**src/rtl/line_ctrl_pkg.sv**
```systemverilog
// Register map, reset values and widths of the I/O line controller
package line_ctrl_pkg;

    // ==========================================================
    // Geometry
    localparam int unsigned LINES    = 32;
    localparam int unsigned ADR_W    = 8;
    localparam int unsigned FUNCS    = 4;

    // ==========================================================
    // Register byte offsets
    localparam logic [7:0] OFS_IRQ_ENABLE   = 8'h00;
    localparam logic [7:0] OFS_IRQ_DISABLE  = 8'h04;
    localparam logic [7:0] OFS_IRQ_MASK     = 8'h08;
    localparam logic [7:0] OFS_IRQ_STATUS   = 8'h0c;
    localparam logic [7:0] OFS_OD_ENABLE    = 8'h10;
    localparam logic [7:0] OFS_OD_DISABLE   = 8'h14;
    localparam logic [7:0] OFS_OD_STATUS    = 8'h18;
    localparam logic [7:0] OFS_PU_DISABLE   = 8'h1c;
    localparam logic [7:0] OFS_PU_ENABLE    = 8'h20;
    localparam logic [7:0] OFS_PU_STATUS    = 8'h24;
    localparam logic [7:0] OFS_SEL_LOW      = 8'h28;
    localparam logic [7:0] OFS_SEL_HIGH     = 8'h2c;
    localparam logic [7:0] OFS_IRQ_CLEAR    = 8'h30;
    localparam logic [7:0] OFS_LOCK         = 8'h34;
    localparam logic [7:0] OFS_CTRL_ACTIVE  = 8'h38;
    localparam logic [7:0] OFS_OUT_DATA     = 8'h3c;
    localparam logic [7:0] OFS_OUT_ENABLE   = 8'h40;

    // ==========================================================
    // Field positions and reset values
    localparam int unsigned LOCK_BIT        = 0;
    localparam logic [31:0] RST_ZERO        = 32'h0000_0000;
    localparam logic [31:0] RST_CTRL_ACTIVE = 32'hffff_ffff;

    // Function codes: upper bit from the high select register
    localparam logic [1:0] FUNC_A = 2'h0;
    localparam logic [1:0] FUNC_B = 2'h1;
    localparam logic [1:0] FUNC_C = 2'h2;
    localparam logic [1:0] FUNC_D = 2'h3;

endpackage

```
**src/rtl/pin_cfg_if.sv**
```systemverilog
// Configuration and change flags passed between register file and pin stage
`timescale 1ns/1ps
`default_nettype none
interface pin_cfg_if;
    import line_ctrl_pkg::*;
    logic [LINES-1:0] open_drain;
    logic [LINES-1:0] ctrl_active;
    logic [LINES-1:0] sel_low;
    logic [LINES-1:0] sel_high;
    logic [LINES-1:0] out_data;
    logic [LINES-1:0] out_enable;
    logic [LINES-1:0] change;

    modport regs (output open_drain, ctrl_active, sel_low, sel_high, out_data, out_enable,
                  input change);
    modport pins (input open_drain, ctrl_active, sel_low, sel_high, out_data, out_enable,
                  output change);
endinterface
`default_nettype wire

```
**src/rtl/wb_slave_port.sv**
```systemverilog
// Classic Wishbone slave front end: one request at a time, registered answer
`timescale 1ns/1ps
`default_nettype none
module wb_slave_port
    import line_ctrl_pkg::*;
(
    input  wire logic             clk_i,
    input  wire logic             rst_i,
    input  wire logic             cyc_i,
    input  wire logic             stb_i,
    input  wire logic             we_i,
    input  wire logic [3:0]       sel_i,
    input  wire logic [31:0]      dat_i,
    input  wire logic [31:0]      rdata_i,
    output logic                  ack_o,
    output logic [31:0]           dat_o,
    output logic                  take_o,
    output logic                  wr_o,
    output logic                  rd_o,
    output logic [31:0]           wmask_o
);
    logic        ack_q;
    logic [31:0] dat_q;

    // A request is taken once; the held request is not retaken while ack stands
    assign take_o  = cyc_i & stb_i & ~ack_q;
    assign wr_o    = take_o & we_i;
    assign rd_o    = take_o & ~we_i;
    assign wmask_o = dat_i & {{8{sel_i[3]}}, {8{sel_i[2]}}, {8{sel_i[1]}}, {8{sel_i[0]}}};
    assign ack_o   = ack_q;
    assign dat_o   = dat_q;

    always_ff @(posedge clk_i) begin
        if (rst_i) begin
            ack_q <= 1'b0;
            dat_q <= RST_ZERO;
        end else begin
            ack_q <= take_o;
            if (rd_o) begin
                dat_q <= rdata_i;
            end
        end
    end
endmodule
`default_nettype wire

```
**src/rtl/pin_stage.sv**
```systemverilog
// Pin synchroniser, change detector and per-line drive routing
`timescale 1ns/1ps
`default_nettype none
module pin_stage
    import line_ctrl_pkg::*;
(
    input  wire logic                 clk_i,
    input  wire logic                 rst_i,
    input  wire logic [LINES-1:0]     pin_i,
    input  wire logic [LINES-1:0]     func_out_i [FUNCS],
    input  wire logic [LINES-1:0]     func_oe_i  [FUNCS],
    pin_cfg_if.pins                   cfg,
    output logic [LINES-1:0]          pin_o,
    output logic [LINES-1:0]          pin_oe_o,
    output logic [LINES-1:0]          level_o
);
    logic [LINES-1:0] meta_q;
    logic [LINES-1:0] sync_q;
    logic [LINES-1:0] last_q;
    logic [LINES-1:0] drv_data;
    logic [LINES-1:0] drv_en;
    logic [LINES-1:0] pin_q;
    logic [LINES-1:0] oe_q;

    assign cfg.change = sync_q ^ last_q;
    assign level_o    = sync_q;
    assign pin_o      = pin_q;
    assign pin_oe_o   = oe_q;

    genvar g;
    generate
        for (g = 0; g < LINES; g++) begin : g_line
            logic [1:0] code;
            logic       f_out;
            logic       f_oe;
            assign code  = {cfg.sel_high[g], cfg.sel_low[g]};
            assign f_out = func_out_i[code][g];
            assign f_oe  = func_oe_i[code][g];
            // Controller owns the pin while active, else the chosen function
            assign drv_data[g] = cfg.ctrl_active[g] ? cfg.out_data[g] : f_out;
            assign drv_en[g]   = cfg.ctrl_active[g] ? cfg.out_enable[g] : f_oe;
        end
    endgenerate

    always_ff @(posedge clk_i) begin
        if (rst_i) begin
            meta_q <= RST_ZERO;
            sync_q <= RST_ZERO;
            last_q <= RST_ZERO;
            pin_q  <= RST_ZERO;
            oe_q   <= RST_ZERO;
        end else begin
            meta_q <= pin_i;
            sync_q <= meta_q;
            last_q <= sync_q;
            // Open-drain lines only ever pull low; push-pull drives both levels
            pin_q  <= drv_data & ~cfg.open_drain;
            oe_q   <= drv_en & (~cfg.open_drain | ~drv_data);
        end
    end
endmodule
`default_nettype wire

```
**src/rtl/line_ctrl.sv**
```systemverilog
// Top of the 32-line I/O controller: register file, interrupt and pull-up control
//
// Design decisions made here: the Wishbone interface to the registers and the address map.
`timescale 1ns/1ps
`default_nettype none

// How it works
// - Enable write ones turn line interrupts on
// - Disable write ones turn line interrupts off
// - Mask register reads enabled interrupt lines
// - Status bit sets on any detected change
// - Reading status clears all its bits
// - Lock bit blocks open-drain, pull-up, select writes
// - Open-drain enable ones select open-drain drive
// - Open-drain disable ones restore push-pull drive
// - Open-drain line drives low only
// - Push-pull line drives both levels
// - Pull-up disable ones switch pull-up off
// - Pull-up enable ones switch pull-up on
// - Pull-up status reads one when off
// - Two select registers read and write
// - Select code picks function A to D
// - Function drives pin only when controller inactive
module line_ctrl
    import line_ctrl_pkg::*;
(
    input  wire logic                 clk_i,
    input  wire logic                 rst_i,
    input  wire logic                 cyc_i,
    input  wire logic                 stb_i,
    input  wire logic                 we_i,
    input  wire logic [ADR_W-1:0]     adr_i,
    input  wire logic [3:0]           sel_i,
    input  wire logic [31:0]          dat_i,
    output logic                      ack_o,
    output logic [31:0]               dat_o,
    output logic                      irq_o,
    input  wire logic [LINES-1:0]     pin_i,
    output logic [LINES-1:0]          pin_o,
    output logic [LINES-1:0]          pin_oe_o,
    output logic [LINES-1:0]          pullup_en_o,
    output logic [LINES-1:0]          line_in_o,
    input  wire logic [LINES-1:0]     func_a_out_i,
    input  wire logic [LINES-1:0]     func_a_oe_i,
    input  wire logic [LINES-1:0]     func_b_out_i,
    input  wire logic [LINES-1:0]     func_b_oe_i,
    input  wire logic [LINES-1:0]     func_c_out_i,
    input  wire logic [LINES-1:0]     func_c_oe_i,
    input  wire logic [LINES-1:0]     func_d_out_i,
    input  wire logic [LINES-1:0]     func_d_oe_i
);

    // ==========================================================
    // Bus front end
    logic              take;
    logic              wr;
    logic              rd;
    logic [31:0]       wmask;
    logic [31:0]       rdata;

    wb_slave_port u_bus (
        .clk_i   (clk_i),
        .rst_i   (rst_i),
        .cyc_i   (cyc_i),
        .stb_i   (stb_i),
        .we_i    (we_i),
        .sel_i   (sel_i),
        .dat_i   (dat_i),
        .rdata_i (rdata),
        .ack_o   (ack_o),
        .dat_o   (dat_o),
        .take_o  (take),
        .wr_o    (wr),
        .rd_o    (rd),
        .wmask_o (wmask)
    );

    // ==========================================================
    // Address decode
    function automatic logic hit(input logic [ADR_W-1:0] a, input logic [7:0] ofs);
        hit = (a[7:2] == ofs[7:2]);
    endfunction

    logic              locked_q;
    logic              wr_open;
    logic              wr_irq_en;
    logic              wr_irq_dis;
    logic              wr_irq_clr;
    logic              rd_status;
    logic              wr_od_en;
    logic              wr_od_dis;
    logic              wr_pu_en;
    logic              wr_pu_dis;
    logic              wr_sel_lo;
    logic              wr_sel_hi;
    logic              wr_lock;
    logic              wr_active;
    logic              wr_odata;
    logic              wr_oen;

    // Locked writes still answer with ack; they simply store nothing
    assign wr_open    = wr & ~locked_q;
    assign wr_irq_en  = wr & hit(adr_i, OFS_IRQ_ENABLE);
    assign wr_irq_dis = wr & hit(adr_i, OFS_IRQ_DISABLE);
    assign wr_irq_clr = wr & hit(adr_i, OFS_IRQ_CLEAR);
    assign rd_status  = rd & hit(adr_i, OFS_IRQ_STATUS);
    assign wr_od_en   = wr_open & hit(adr_i, OFS_OD_ENABLE);
    assign wr_od_dis  = wr_open & hit(adr_i, OFS_OD_DISABLE);
    assign wr_pu_en   = wr_open & hit(adr_i, OFS_PU_ENABLE);
    assign wr_pu_dis  = wr_open & hit(adr_i, OFS_PU_DISABLE);
    assign wr_sel_lo  = wr_open & hit(adr_i, OFS_SEL_LOW);
    assign wr_sel_hi  = wr_open & hit(adr_i, OFS_SEL_HIGH);
    assign wr_lock    = wr & hit(adr_i, OFS_LOCK);
    assign wr_active  = wr & hit(adr_i, OFS_CTRL_ACTIVE);
    assign wr_odata   = wr & hit(adr_i, OFS_OUT_DATA);
    assign wr_oen     = wr & hit(adr_i, OFS_OUT_ENABLE);

    // ==========================================================
    // Stored per-line state
    logic [LINES-1:0]  irq_mask_q;
    logic [LINES-1:0]  irq_mask_d;
    logic [LINES-1:0]  irq_stat_q;
    logic [LINES-1:0]  irq_stat_d;
    logic [LINES-1:0]  od_q;
    logic [LINES-1:0]  od_d;
    logic [LINES-1:0]  pu_off_q;
    logic [LINES-1:0]  pu_off_d;
    logic [LINES-1:0]  sel_lo_q;
    logic [LINES-1:0]  sel_hi_q;
    logic [LINES-1:0]  active_q;
    logic [LINES-1:0]  odata_q;
    logic [LINES-1:0]  oen_q;
    logic [LINES-1:0]  pu_en_q;
    logic              irq_q;
    logic [LINES-1:0]  clr_bits;

    pin_cfg_if cfg ();

    // Byte lanes that a plain read-write access may change
    logic [31:0]       sel_mask;
    assign sel_mask = {{8{sel_i[3]}}, {8{sel_i[2]}}, {8{sel_i[1]}}, {8{sel_i[0]}}};

    // Enable/disable pairs: ones in the write set or clear the stored bit
    assign irq_mask_d = wr_irq_en  ? (irq_mask_q | wmask)
                      : wr_irq_dis ? (irq_mask_q & ~wmask)
                      : irq_mask_q;
    assign od_d       = wr_od_en   ? (od_q | wmask)
                      : wr_od_dis  ? (od_q & ~wmask)
                      : od_q;
    assign pu_off_d   = wr_pu_dis  ? (pu_off_q | wmask)
                      : wr_pu_en   ? (pu_off_q & ~wmask)
                      : pu_off_q;

    // A read clears every bit, the clear register only its ones; a change
    // in the same cycle still sets, so no event is lost
    assign clr_bits   = rd_status ? {LINES{1'b1}}
                      : wr_irq_clr ? wmask
                      : RST_ZERO;
    assign irq_stat_d = (irq_stat_q & ~clr_bits) | cfg.change;

    always_ff @(posedge clk_i) begin
        if (rst_i) begin
            irq_mask_q <= RST_ZERO;
            irq_stat_q <= RST_ZERO;
            od_q       <= RST_ZERO;
            pu_off_q   <= RST_ZERO;
            pu_en_q    <= RST_CTRL_ACTIVE;
            irq_q      <= 1'b0;
        end else begin
            irq_mask_q <= irq_mask_d;
            irq_stat_q <= irq_stat_d;
            od_q       <= od_d;
            pu_off_q   <= pu_off_d;
            pu_en_q    <= ~pu_off_d;
            irq_q      <= |(irq_stat_d & irq_mask_d);
        end
    end

    always_ff @(posedge clk_i) begin
        if (rst_i) begin
            sel_lo_q <= RST_ZERO;
            sel_hi_q <= RST_ZERO;
            locked_q <= 1'b0;
            active_q <= RST_CTRL_ACTIVE;
            odata_q  <= RST_ZERO;
            oen_q    <= RST_ZERO;
        end else begin
            if (wr_sel_lo) begin
                sel_lo_q <= (sel_lo_q & ~sel_mask) | wmask;
            end
            if (wr_sel_hi) begin
                sel_hi_q <= (sel_hi_q & ~sel_mask) | wmask;
            end
            if (wr_lock && sel_i[0]) begin
                locked_q <= dat_i[LOCK_BIT];
            end
            if (wr_active) begin
                active_q <= (active_q & ~sel_mask) | wmask;
            end
            if (wr_odata) begin
                odata_q <= (odata_q & ~sel_mask) | wmask;
            end
            if (wr_oen) begin
                oen_q <= (oen_q & ~sel_mask) | wmask;
            end
        end
    end

    // ==========================================================
    // Read mux; write-only and unmapped offsets read as zero
    logic [31:0] lock_word;
    assign lock_word = {31'h0000_0000, locked_q};

    assign rdata = hit(adr_i, OFS_IRQ_MASK)    ? irq_mask_q
                 : hit(adr_i, OFS_IRQ_STATUS)  ? irq_stat_q
                 : hit(adr_i, OFS_OD_STATUS)   ? od_q
                 : hit(adr_i, OFS_PU_STATUS)   ? pu_off_q
                 : hit(adr_i, OFS_SEL_LOW)     ? sel_lo_q
                 : hit(adr_i, OFS_SEL_HIGH)    ? sel_hi_q
                 : hit(adr_i, OFS_LOCK)        ? lock_word
                 : hit(adr_i, OFS_CTRL_ACTIVE) ? active_q
                 : hit(adr_i, OFS_OUT_DATA)    ? odata_q
                 : hit(adr_i, OFS_OUT_ENABLE)  ? oen_q
                 : RST_ZERO;

    // ==========================================================
    // Pin stage
    assign cfg.open_drain  = od_q;
    assign cfg.ctrl_active = active_q;
    assign cfg.sel_low     = sel_lo_q;
    assign cfg.sel_high    = sel_hi_q;
    assign cfg.out_data    = odata_q;
    assign cfg.out_enable  = oen_q;

    logic [LINES-1:0] func_out [FUNCS];
    logic [LINES-1:0] func_oe  [FUNCS];
    assign func_out[FUNC_A] = func_a_out_i;
    assign func_out[FUNC_B] = func_b_out_i;
    assign func_out[FUNC_C] = func_c_out_i;
    assign func_out[FUNC_D] = func_d_out_i;
    assign func_oe[FUNC_A]  = func_a_oe_i;
    assign func_oe[FUNC_B]  = func_b_oe_i;
    assign func_oe[FUNC_C]  = func_c_oe_i;
    assign func_oe[FUNC_D]  = func_d_oe_i;

    pin_stage u_pins (
        .clk_i      (clk_i),
        .rst_i      (rst_i),
        .pin_i      (pin_i),
        .func_out_i (func_out),
        .func_oe_i  (func_oe),
        .cfg        (cfg),
        .pin_o      (pin_o),
        .pin_oe_o   (pin_oe_o),
        .level_o    (line_in_o)
    );

    assign irq_o       = irq_q;
    assign pullup_en_o = pu_en_q;

endmodule
`default_nettype wire

```
**config.mk**
```make
export PLATFORM = sky130hd
export DESIGN_NAME = line_ctrl
export DESIGN_NICKNAME = d
export VERILOG_FILES = /design/src/rtl/line_ctrl_pkg.sv /design/src/rtl/pin_cfg_if.sv /design/src/rtl/wb_slave_port.sv /design/src/rtl/pin_stage.sv /design/src/rtl/line_ctrl.sv
export SDC_FILE = /design/constraint.sdc
export NUM_CORES = 1
export LEC_CHECK = 0
export ABC_AREA = 1
export ABC_CLOCK_PERIOD_IN_PS = 1800
export CAP_MARGIN = 20
export CORE_MARGIN = 2
export CORE_UTILIZATION = 35
export CTS_CLUSTER_DIAMETER = 150
export DETAILED_ROUTE_END_ITERATION = 8
export DONT_BUFFER_PORTS = 1
export PLACE_DENSITY = 0.56
export SETUP_SLACK_MARGIN = 0.05
export SLEW_MARGIN = 15
export SYNTH_ARGS = -nofsm -noshare
export SYNTH_HDL_FRONTEND = slang
export SYNTH_HIERARCHICAL = 1
export SYNTH_SLANG_ARGS = --single-unit
```
**constraint.sdc**
```tcl
create_clock -name clk_i -period 1.8 [get_ports clk_i]
set_input_delay 0.18 -clock clk_i [delete_from_list [all_inputs] [get_ports clk_i]]
set_output_delay 0.18 -clock clk_i [all_outputs]
set_load 0.02 [all_outputs]
```
==> results.yml, run 1 <==
hold_path:
  min_path_type: "primary input to flip-flop"
worst_setup_path:
  timing.rr.start: "u_bus/ack_o"
  r2r_slack_ns: -0.20
  r2r_end: "pullup_en_o[1]"
  critPathKind: "flip-flop to flip-flop"
  arrival_ns: 2.48
  cp-end-kind: "flip-flop"
  reg2reg_depth: 14
  startpoint_type: "flip-flop"
  critPathMaxFanout: 4
  setup.worst_path.end: "pullup_en_o[1]"
  cp-startpoint: "u_bus/ack_o"
  required_ns: 2.28
floorplan:
  die_h_um: 271
  initial_utilization_pct: 35.5
  coreArea_mm2: 0.0703
  die_x_um: 271
  io_pins: 499
  rows: 97
  fp.dieArea_mm2: 0.0734
cells_and_area:
  final_nets: 4810
  fin_area_mm2: 0.0362
  area_growth_pct: 45.1
  nFillCells: 6802
  finalNonFillerCells: 5471
  utilization_pct: 51.5
  ff_latch_area_mm2: 0.0103
  multi_input_area_mm2: 0.0114
  drive_above_1_share_pct: 16.3
synth:
  yosys.area.top_type: "dfxtp_1"
  synth_area_per_cell_um2: 6.50
  ys.flop_type: "dfxtp_1"
  yosysUniqueCellTypes: 35
  yosys.cell_count.top_type: "inv_1"
  syn_nets: 4173
  synth-edff-count: 0
  yosys_warnings: 6
  synth_top_area_share_pct: 41.3
  synthTopCellsByArea: "dfxtp_1 (41%), inv_1 (15%), nand2_1 (11%), nand3_1 (7.4%), nor2_1 (7.1%)"
  synth-seq-area-share_pct: 41.3
  synth.cell_area_mm2: 0.0249
  synthArstFlopShare_pct: 0
  yosys_register_bits: 515
  ys_top_cells_by_count: "inv_1 (970), nand2_1 (704), dfxtp_1 (515), nor2_1 (471), nand3_1 (369)"
  synth_cells: 3836
clock_tree:
  htreeDepth: 2
  worst_skew_pair.late_latency_ns: 0.65
  clkTransAtPathRegs_ns: 0.06
  cts_hold_buf: 399
  root_buffer: "clkbuf_16"
  cts_buffer_depth: 3
  numClockSinks: 515
  numCtsBuffers: 59
  cts_tree: "yes"
timing:
  rsz0062_at_grt: "true"
  fin_skew_ns: 0.0308
  fin_crit_ns: 2.00
  setup_tns_ns: -15.29
  setup_viol: 180
  hold_ws_ns: -0.289
  post-route-period-util_pct: 111
  setup_ws_ns: -0.200
  maxSlewViolCount: 0
  hold_viol: 206
  slew_headroom_pct: 54.4
  worstMarginPinSlew_ns: 0.680
  fmax_mhz: 500
run_status:
  outcome: "finished, violations left"
  violations: "hold timing, setup timing"
grt:
  grt_pass1_wl_um: 149000
  overflow: 0
  grt_usage_pct: 26.4
  grt_max_degree: 332
  grt_pass1_vias: 25200
  grt_antenna_before_repair: 8
power:
  irDropWorstVdd_mv: 0.748
  p_leak_nw: 17.2
  p_per_area_mw_per_mm2: 742
  total_power_w: 0.0268
placement:
  dp.cells: 4907
  numPortBuffers: 0
  dpl_cell_area_mm2: 0.0279
  dp_hpwl_um: 69000
  gp_congestion: 0.898
flow_run:
  cap_violations: 0
detailed_routing:
  vias_per_cell: 4.86
  drt-total-wl_um: 101000
  first_pass_iters: 5
  drtIter0Drc: 2103
  drc_errors: 0
  num_vias: 26600
  final_antenna_net_count: 0
  wire_per_inst_um: 18.5
## layer usage
metal | wire, um | track usage (%)
met1 | 44100 | 35.2
met2 | 44600 | 41.3
met3 | 8790 | 6.32
met4 | 3740 | 9.78
met5 | 13 | 0
## power by group
| group | switching, W | leakage, nW | internal, W | total (W) |
|---|---|---|---|---|
| sequential | 0.000168 | 4.19 | 0.0116 | 0.0117 |
| combinational | 0.00115 | 12.0 | 0.000945 | 0.00209 |
| clock | 0.00520 | 1.03 | 0.00781 | 0.0130 |
## through the flow
stage	hold WS, ns	worst slack [ns]
global route	-0.335	-0.316
CTS	-0.389	-0.148
detailed placement	0.275	-0.267
finish	-0.289	-0.200
global placement	0.275	-0.235
floorplan	0.243	-0.123
## logic make-up after synthesis
group           share of synthesized area (%)
compound gates                           12.2
xor+xnor                                 1.12
buf+inv                                  17.7
flops                                    41.3
simple gates                             27.6
## sequential cells by signal (all words and copies together) (netlist names), named ones only
register         count
cfg.sel_low         32
irq_mask_q          32
u_pins/meta_q       32
u_pins/last_q       32
cfg.sel_high        32
cfg.out_data        32
u_bus/ack_o          1
locked_q             1
irq_o                1
u_pins/level_o      32
u_pins/pin_o        32
active_q            32
cfg.out_enable      32
pu_off_q            32
irq_stat_q          32
u_bus/dat_o         32
pullup_en_o         32
u_pins/pin_oe_o     32
## cell type report
cell class	instances	share of cell area [%]
clock buffers	86	4.89
clock inverters	25	0.909
multi-input cells	2196	31.6
diodes	8	0.0553
flip-flops and latches	515	28.6
well taps	940	3.25
inverters	993	10.4
repair buffers	708	20.3
## worst min-delay path by stage
stage / from / end / slack [ns] / cells after the start
2_1_floorplan: rst_i / u_bus/ack_o / 0.24 / 1
3_3_place_gp: rst_i / u_pins/meta_q[16] / 0.27 / 1
3_5_place_dp: rst_i / u_pins/level_o[18] / 0.27 / 1
4_1_cts: rst_i / irq_stat_q[27] / -0.39 / 1
5_1_grt: rst_i / irq_o / -0.33 / 1
6_report: rst_i / irq_o / -0.29 / 1
## layout by cell type (no fill, tap or decap), types with 7 or more instances in the layout
cell type	Yosys	final
a21oi_1	147	136
a21oi_2	0	11
buf_12	0	42
buf_16	0	12
buf_4	8	205
buf_6	16	41
bufinv_16	0	7
clkbuf_1	75	10
clkbuf_16	0	65
clkbuf_8	0	15
clkinv_2	0	11
dfxtp_1	515	496
dfxtp_2	0	18
diode_2	0	8
dlygate4sd3_1	0	397
inv_1	970	963
inv_2	18	20
nand2_1	704	669
nand2_2	6	27
nand2_4	0	12
nand3_1	369	363
nand4_1	14	14
nor2_1	471	437
nor2_2	6	16
nor2_4	8	32
nor3_1	20	13
nor3_2	1	8
o2111ai_1	22	17
o211ai_1	13	13
o21ai_0	122	42
o21ai_1	35	41
o21ai_2	7	67
o21ai_4	0	14
o221ai_1	20	20
o22ai_1	159	113
o22ai_2	0	46
or2_2	32	32
xor2_1	32	32
## worst max-delay path: stages (launching register included)
cell and delay (ns):
dfxtp_4 0.34, inv_2 0.06, nand3_4 0.07, nor2_4 0.18
inv_6 0.06, nor2_4 0.11, inv_2 0.07, buf_6 0.12
nor2_4 0.16, nand2_4 0.10, buf_6 0.13, buf_12 0.13
buf_16 0.14, o21ai_2 0.10, nand2_1 0.07
## timing repair
| action | in CTS | in global routing |
|---|---|---|
| endpoints found under the setup margin | 174 | 269 |
| setup buffers | 19 | 11 |
| resized for setup | 197 | 212 |
| pin swaps | 25 | 23 |
| hold endpoints to repair | 422 | 204 |
| gates cloned | 13 | 5 |
(Power assumes the default switching activity.)
==> run 2, diff against run 1 <==
--- a/config.mk
+++ b/config.mk
@@ -7,5 +7,5 @@
 export LEC_CHECK = 0
 export ABC_AREA = 1
-export ABC_CLOCK_PERIOD_IN_PS = 1800
+export ABC_CLOCK_PERIOD_IN_PS = 2430
 export CAP_MARGIN = 20
 export CORE_MARGIN = 2
@@ -14,5 +14,5 @@
 export DETAILED_ROUTE_END_ITERATION = 8
 export DONT_BUFFER_PORTS = 1
-export PLACE_DENSITY = 0.56
+export PLACE_DENSITY = 0.54
 export SETUP_SLACK_MARGIN = 0.05
 export SLEW_MARGIN = 15
==> constraint.sdc (replaced) <==
create_clock -name clk_i -period 2.43 [get_ports clk_i]
set_input_delay 0.1215 -clock clk_i [delete_from_list [all_inputs] [get_ports clk_i]]
set_output_delay 0.1215 -clock clk_i [all_outputs]
set_load 0.02 [all_outputs]
==> run 2 against run 1 <==
Compared with the run above: the run ends with hold timing left; critical path depth decreased by 3; global-route usage is 1.7 points lower; final cell count shrank 5.4%; total power decreased by 28%; routed wire length fell by 7.9%; largest cell class is now flip-flops and latches.
==> results.yml, run 2 (synthesized netlist as in run 1, its figures left out) <==
run_status:
  violations: "hold timing"
  outcome: "finished, violations left"
timing:
  fin_skew_ns: 0.0194
  setup_tns_ns: 0
  setup_viol: 0
  hold_viol: 153
  rsz0062_at_grt: "false"
  slew_headroom_pct: 54.2
  fmax_mhz: 435
  setup_ws_ns: 0.133
  hold_ws_ns: -0.347
  maxSlewViolCount: 0
  fin_crit_ns: 2.30
  worstMarginPinSlew_ns: 0.686
  post-route-period-util_pct: 94.5
cells_and_area:
  final_common_cell: "inv_1"
  final_nets: 4525
  area_growth_pct: 27.3
  ff_latch_area_mm2: 0.0103
  nFillCells: 7258
  multi_input_area_mm2: 0.0103
  finalNonFillerCells: 5178
  drive_above_1_share_pct: 6.58
  diodes: 0
  final_cell_mix: "inv_1 (970), nand2_1 (702), dfxtp_1 (504)"
clock_tree:
  worst_skew_pair.late_latency_ns: 0.63
  clkTransAtPathRegs_ns: 0.06
  numClockSinks: 515
  cts_buffer_depth: 3
  htreeDepth: 2
  cts_tree: "yes"
  numCtsBuffers: 61
  cts_setup_buffers: 0
  root_buffer: "clkbuf_16"
floorplan:
  fp.dieArea_mm2: 0.0734
  die_h_um: 271
  rows: 97
  coreArea_mm2: 0.0703
  io_pins: 499
  initial_utilization_pct: 35.5
  die_x_um: 271
worst_setup_path:
  arrival_ns: 2.80
  cp-end-kind: "flip-flop"
  startpoint_type: "flip-flop"
  crit_chain: "inv_2 -> nand3_4 -> nor2_4 -> buf_4 -> nand4_1 -> buf_12 -> nor2_1 -> o22ai_1 -> inv_1 -> nor2_1 -> dlygate4sd3_1"
  critPathKind: "flip-flop to flip-flop"
  slowest_stage: "dlygate4sd3_1"
  cpPeakStageDelay_ns: 0.59
  critPathMaxFanout: 36
  timing.critical_path.mode_cell: "nor2_1"
  required_ns: 2.93
power:
  p_per_area_mw_per_mm2: 610
  irDropWorstVdd_mv: 0.587
  p_leak_nw: 15.2
detailed_routing:
  first_pass_iters: 5
  final_antenna_net_count: 0
  vias_per_cell: 4.78
  num_vias: 24800
  wire_per_inst_um: 18.0
  drtIter0Drc: 1690
  drc_errors: 0
  drt-total-wl_um: 93200
grt:
  grt_max_degree: 332
  overflow: 0
  grt_pass1_wl_um: 140000
  grt_usage_pct: 24.7
  grt_pass1_vias: 23800
  grt_antenna_before_repair: 3
placement:
  numPortBuffers: 0
  dp.cells: 4720
  gp_congestion: 0.870
  dp_slack_ns: 0.0935
  dp_hpwl_um: 65800
hold_path:
  min_path_type: "primary input to flip-flop"
flow_run:
  cap_violations: 0
-- run 2: stage by stage --
step / hold slack, ns / util, % / power [W] / cell area (um^2)
after floorplan: 0.194 / - / 0.00957 / 24900
after CTS: -0.427 / 45.0 / 0.0196 / 31600
after global routing: -0.346 / 45.2 / 0.0201 / 31800
after detailed placement: 0.220 / 37.3 / 0.00979 / 26200
final: -0.347 / 45.2 / 0.0194 / 31800
after global placement: 0.218 / 37.3 / 0.00979 / 26200
-- run 2: where the power goes --
part,internal [W],switching [W],leakage [nW]
sequential,0.00858,0.000153,4.18
combinational,0.000490,0.000692,10.0
clock,0.00565,0.00380,1.02
-- run 2: path summary, 6_finish.rpt --
path,from,to,slack (ns),depth (start not counted)
worst max register to register,u_bus/ack_o,cfg.out_enable[10],0.13,11
worst max-delay path,u_bus/ack_o,cfg.out_enable[10],0.13,11
worst min register to register,flip-flop,u_pins/pin_o[21],0.47,1
worst min-delay path,rst_i,irq_o,-0.35,1
-- run 2: area by class of cell --
type,instances,share of cell area (%)
clock buffer,88,5.67
clock inverter,25,0.847
inverter,993,11.7
multi-input combinational,2195,32.3
sequential,515,32.5
tap,940,3.70
timing repair buffer,422,13.2
-- run 2: critical path: cells and delay by family (launching register included) --
family | cells | cell delay (ns)
buf+inv | 5 | 1.11
simple gates | 5 | 0.61
flops | 1 | 0.32
compound gates | 1 | 0.09
-- run 2: timing repair --
item                                    in CTS  in global routing
gates resized for setup                      0                 18
endpoints found under the setup margin       0                 57
endpoints found under the hold margin      433                169
hold buffers                               331                 14
-- run 2: routing by layer --
metal	GRT usage, %	part of all wire [%]
met1	33.6	45
met2	37.7	43
met3	6.86	9.0
met4	7.47	3.0
met5	0	0.040
==> run 3, diff against run 2 <==
Settings changed: SETUP_SLACK_MARGIN 0.05 to 0.5.
==> run 3 against run 2 <==
Compared with the run above: the flow still finishes with violations (hold timing); final cell count rose by 1.9%; largest cell class is now multi-input combinational cells; global-route usage rose by 0.52 points; routed wire length is 4.8% higher; highest routed layer unchanged; die area unchanged; largest power group unchanged; worst setup slack better by 0.18 ns.
==> results.yml, run 3 (synthesized netlist as in run 1, its figures left out) <==
detailed_routing:
  drt-total-wl_um: 97700
  wire_per_inst_um: 18.5
  drc_errors: 0
  drtIter0Drc: 1876
  vias_per_cell: 4.81
  final_antenna_net_count: 0
  num_vias: 25400
  first_pass_iters: 5
timing:
  setup_viol: 0
  maxSlewViolCount: 0
  setup_ws_ns: 0.317
  fin_skew_ns: 0.0281
  fmax_mhz: 473
  fin_crit_ns: 2.11
  slew_headroom_pct: 25.2
  worstMarginPinSlew_ns: 1.12
  hold_viol: 148
  hold_ws_ns: -0.370
  setup_tns_ns: 0
  post-route-period-util_pct: 86.9
  rsz0062_at_grt: "true"
power:
  swShare_pct: 23.5
  intPower_w: 0.0153
  pwr-share-clk_pct: 49.4
  irDropWorstVdd_mv: 0.565
  p_per_area_mw_per_mm2: 591
  total_power_w: 0.0199
  power_switching_w: 0.00468
  seqPwrFrac_pct: 43.8
  p_comb_share_pct: 6.8
  p_leak_nw: 16.1
clock_tree:
  worst_skew_pair.late_latency_ns: 0.63
  root_buffer: "clkbuf_16"
  numCtsBuffers: 59
  htreeDepth: 2
  cts_tree: "yes"
  cts_buffer_depth: 3
  clkTransAtPathRegs_ns: 0.06
  numClockSinks: 515
grt:
  grt_antenna_before_repair: 5
  overflow: 0
  grt_max_degree: 332
  grt_pass1_vias: 24100
  grt_usage_pct: 25.2
  grt_pass1_wl_um: 142000
cells_and_area:
  final_cell_mix: "inv_1 (963), nand2_1 (680), dfxtp_1 (508)"
  area_growth_pct: 35.3
  multi_input_area_mm2: 0.0109
  final_common_cell: "inv_1"
  utilization_pct: 48.0
  final_nets: 4625
  nFillCells: 7046
  drive_above_1_share_pct: 10.2
  ff_latch_area_mm2: 0.0103
floorplan:
  die_x_um: 271
  coreArea_mm2: 0.0703
  io_pins: 499
  fp.dieArea_mm2: 0.0734
  die_h_um: 271
  rows: 97
  initial_utilization_pct: 35.5
worst_setup_path:
  slowest_stage: "dfxtp_4"
  critPathKind: "flip-flop to flip-flop"
  cpPeakStageDelay_ns: 0.35
  crit_chain: "inv_2 -> nand3_4 -> nor2_4 -> inv_4 -> buf_12 -> nor2_4 -> inv_2 -> nor2_4 -> nand2_4 -> buf_12 -> nor2_4 -> buf_8 -> o22ai_1 -> inv_1 -> nor2_1"
  startpoint_type: "flip-flop"
  required_ns: 2.92
  critPathMaxFanout: 8
  timing.critical_path.mode_cell: "nor2_4"
  cp-end-kind: "flip-flop"
  arrival_ns: 2.60
  reg2reg_depth: 15
run_status:
  outcome: "finished, violations left"
  violations: "hold timing"
placement:
  numPortBuffers: 0
  dp_slack_ns: 0.0798
  gp_congestion: 0.894
  dp_hpwl_um: 66000
hold_path:
  min_path_type: "primary input to flip-flop"
  min_path_cells: 1
flow_run:
  cap_violations: 0
run 3: cell count changes in the layout (fill, tap and decap cells not counted), moves of 20 or more:
cell	delta
o21ai_2	+37
dlygate4sd3_1	+60
nand2_4	+22
nor2_1	-23
nand2_1	-22
o21ai_1	+20
o21ai_0	-57
run 3: metal layers:
| layer | GRT usage (%) | vias to the layer above | share of wire [%] |
|---|---|---|---|
| met2 | 39.6 | 918 | 44 |
| li1 | - | 12700 | - |
| met5 | 0 | - | 0.026 |
| met3 | 7.22 | 141 | 8.6 |
| met4 | 7.33 | 4 | 2.7 |
| met1 | 33.4 | 11700 | 44 |
run 3: repair_timing:
item	in CTS	in global routing
resized for setup	34	237
pin swaps	9	35
buffers inserted	15	11
endpoints found under the setup margin	250	222
gates cloned	2	9
hold endpoints to repair	441	204
hold buffers	407	1
run 3: cell type report:
class / count / share of cell area (%)
inverter: 993 / 11.1
clock buffer: 78 / 4.98
sequential: 515 / 30.6
multi-input combinational: 2195 / 32.4
timing repair buffer: 524 / 16.1
antenna: 3 / 0.0222
tap: 940 / 3.48
clock inverter: 27 / 1.34
run 3: critical path: cells and delay by family, from the launching register on:
kind / cells / cell delay [ns]
AOI/OAI and AO/OA: 1 / 0.07
buffers and inverters: 7 / 0.75
DFF: 1 / 0.35
and+or+nand+nor: 7 / 0.78
run 3: path summary, 6_finish.rpt:
check	start	to	slack, ns
setup reg to reg	u_bus/ack_o	cfg.sel_high[27]	0.32
hold / removal	rst_i	irq_stat_q[5]	-0.37
hold reg to reg	irq_mask_q[2]	irq_mask_q[2]	0.47
setup / recovery	u_bus/ack_o	cfg.sel_high[27]	0.32
run 3: power groups by stage:
stage	clock [W]	sequential, W	combinational (W)
floorplan	0	0.00888	0.000692
detailed placement	0	0.00892	0.000878
global route	0.0104	0.00874	0.00149
global placement	0	0.00892	0.000877
finish	0.00986	0.00873	0.00136
CTS	0.0101	0.00873	0.00128
run 3: per-stage QoR:
| stage | std cells | area [um^2] | hold WS (ns) |
|---|---|---|---|
| after global placement | 4726 | 26200 | 0.216 |
| after detailed placement | 4726 | 26200 | 0.216 |
| final | 5275 | 33800 | -0.370 |
| after floorplan | 3836 | 25000 | 0.184 |
| after global routing | 5274 | 33800 | -0.266 |
| after CTS | 5255 | 32800 | -0.391 |
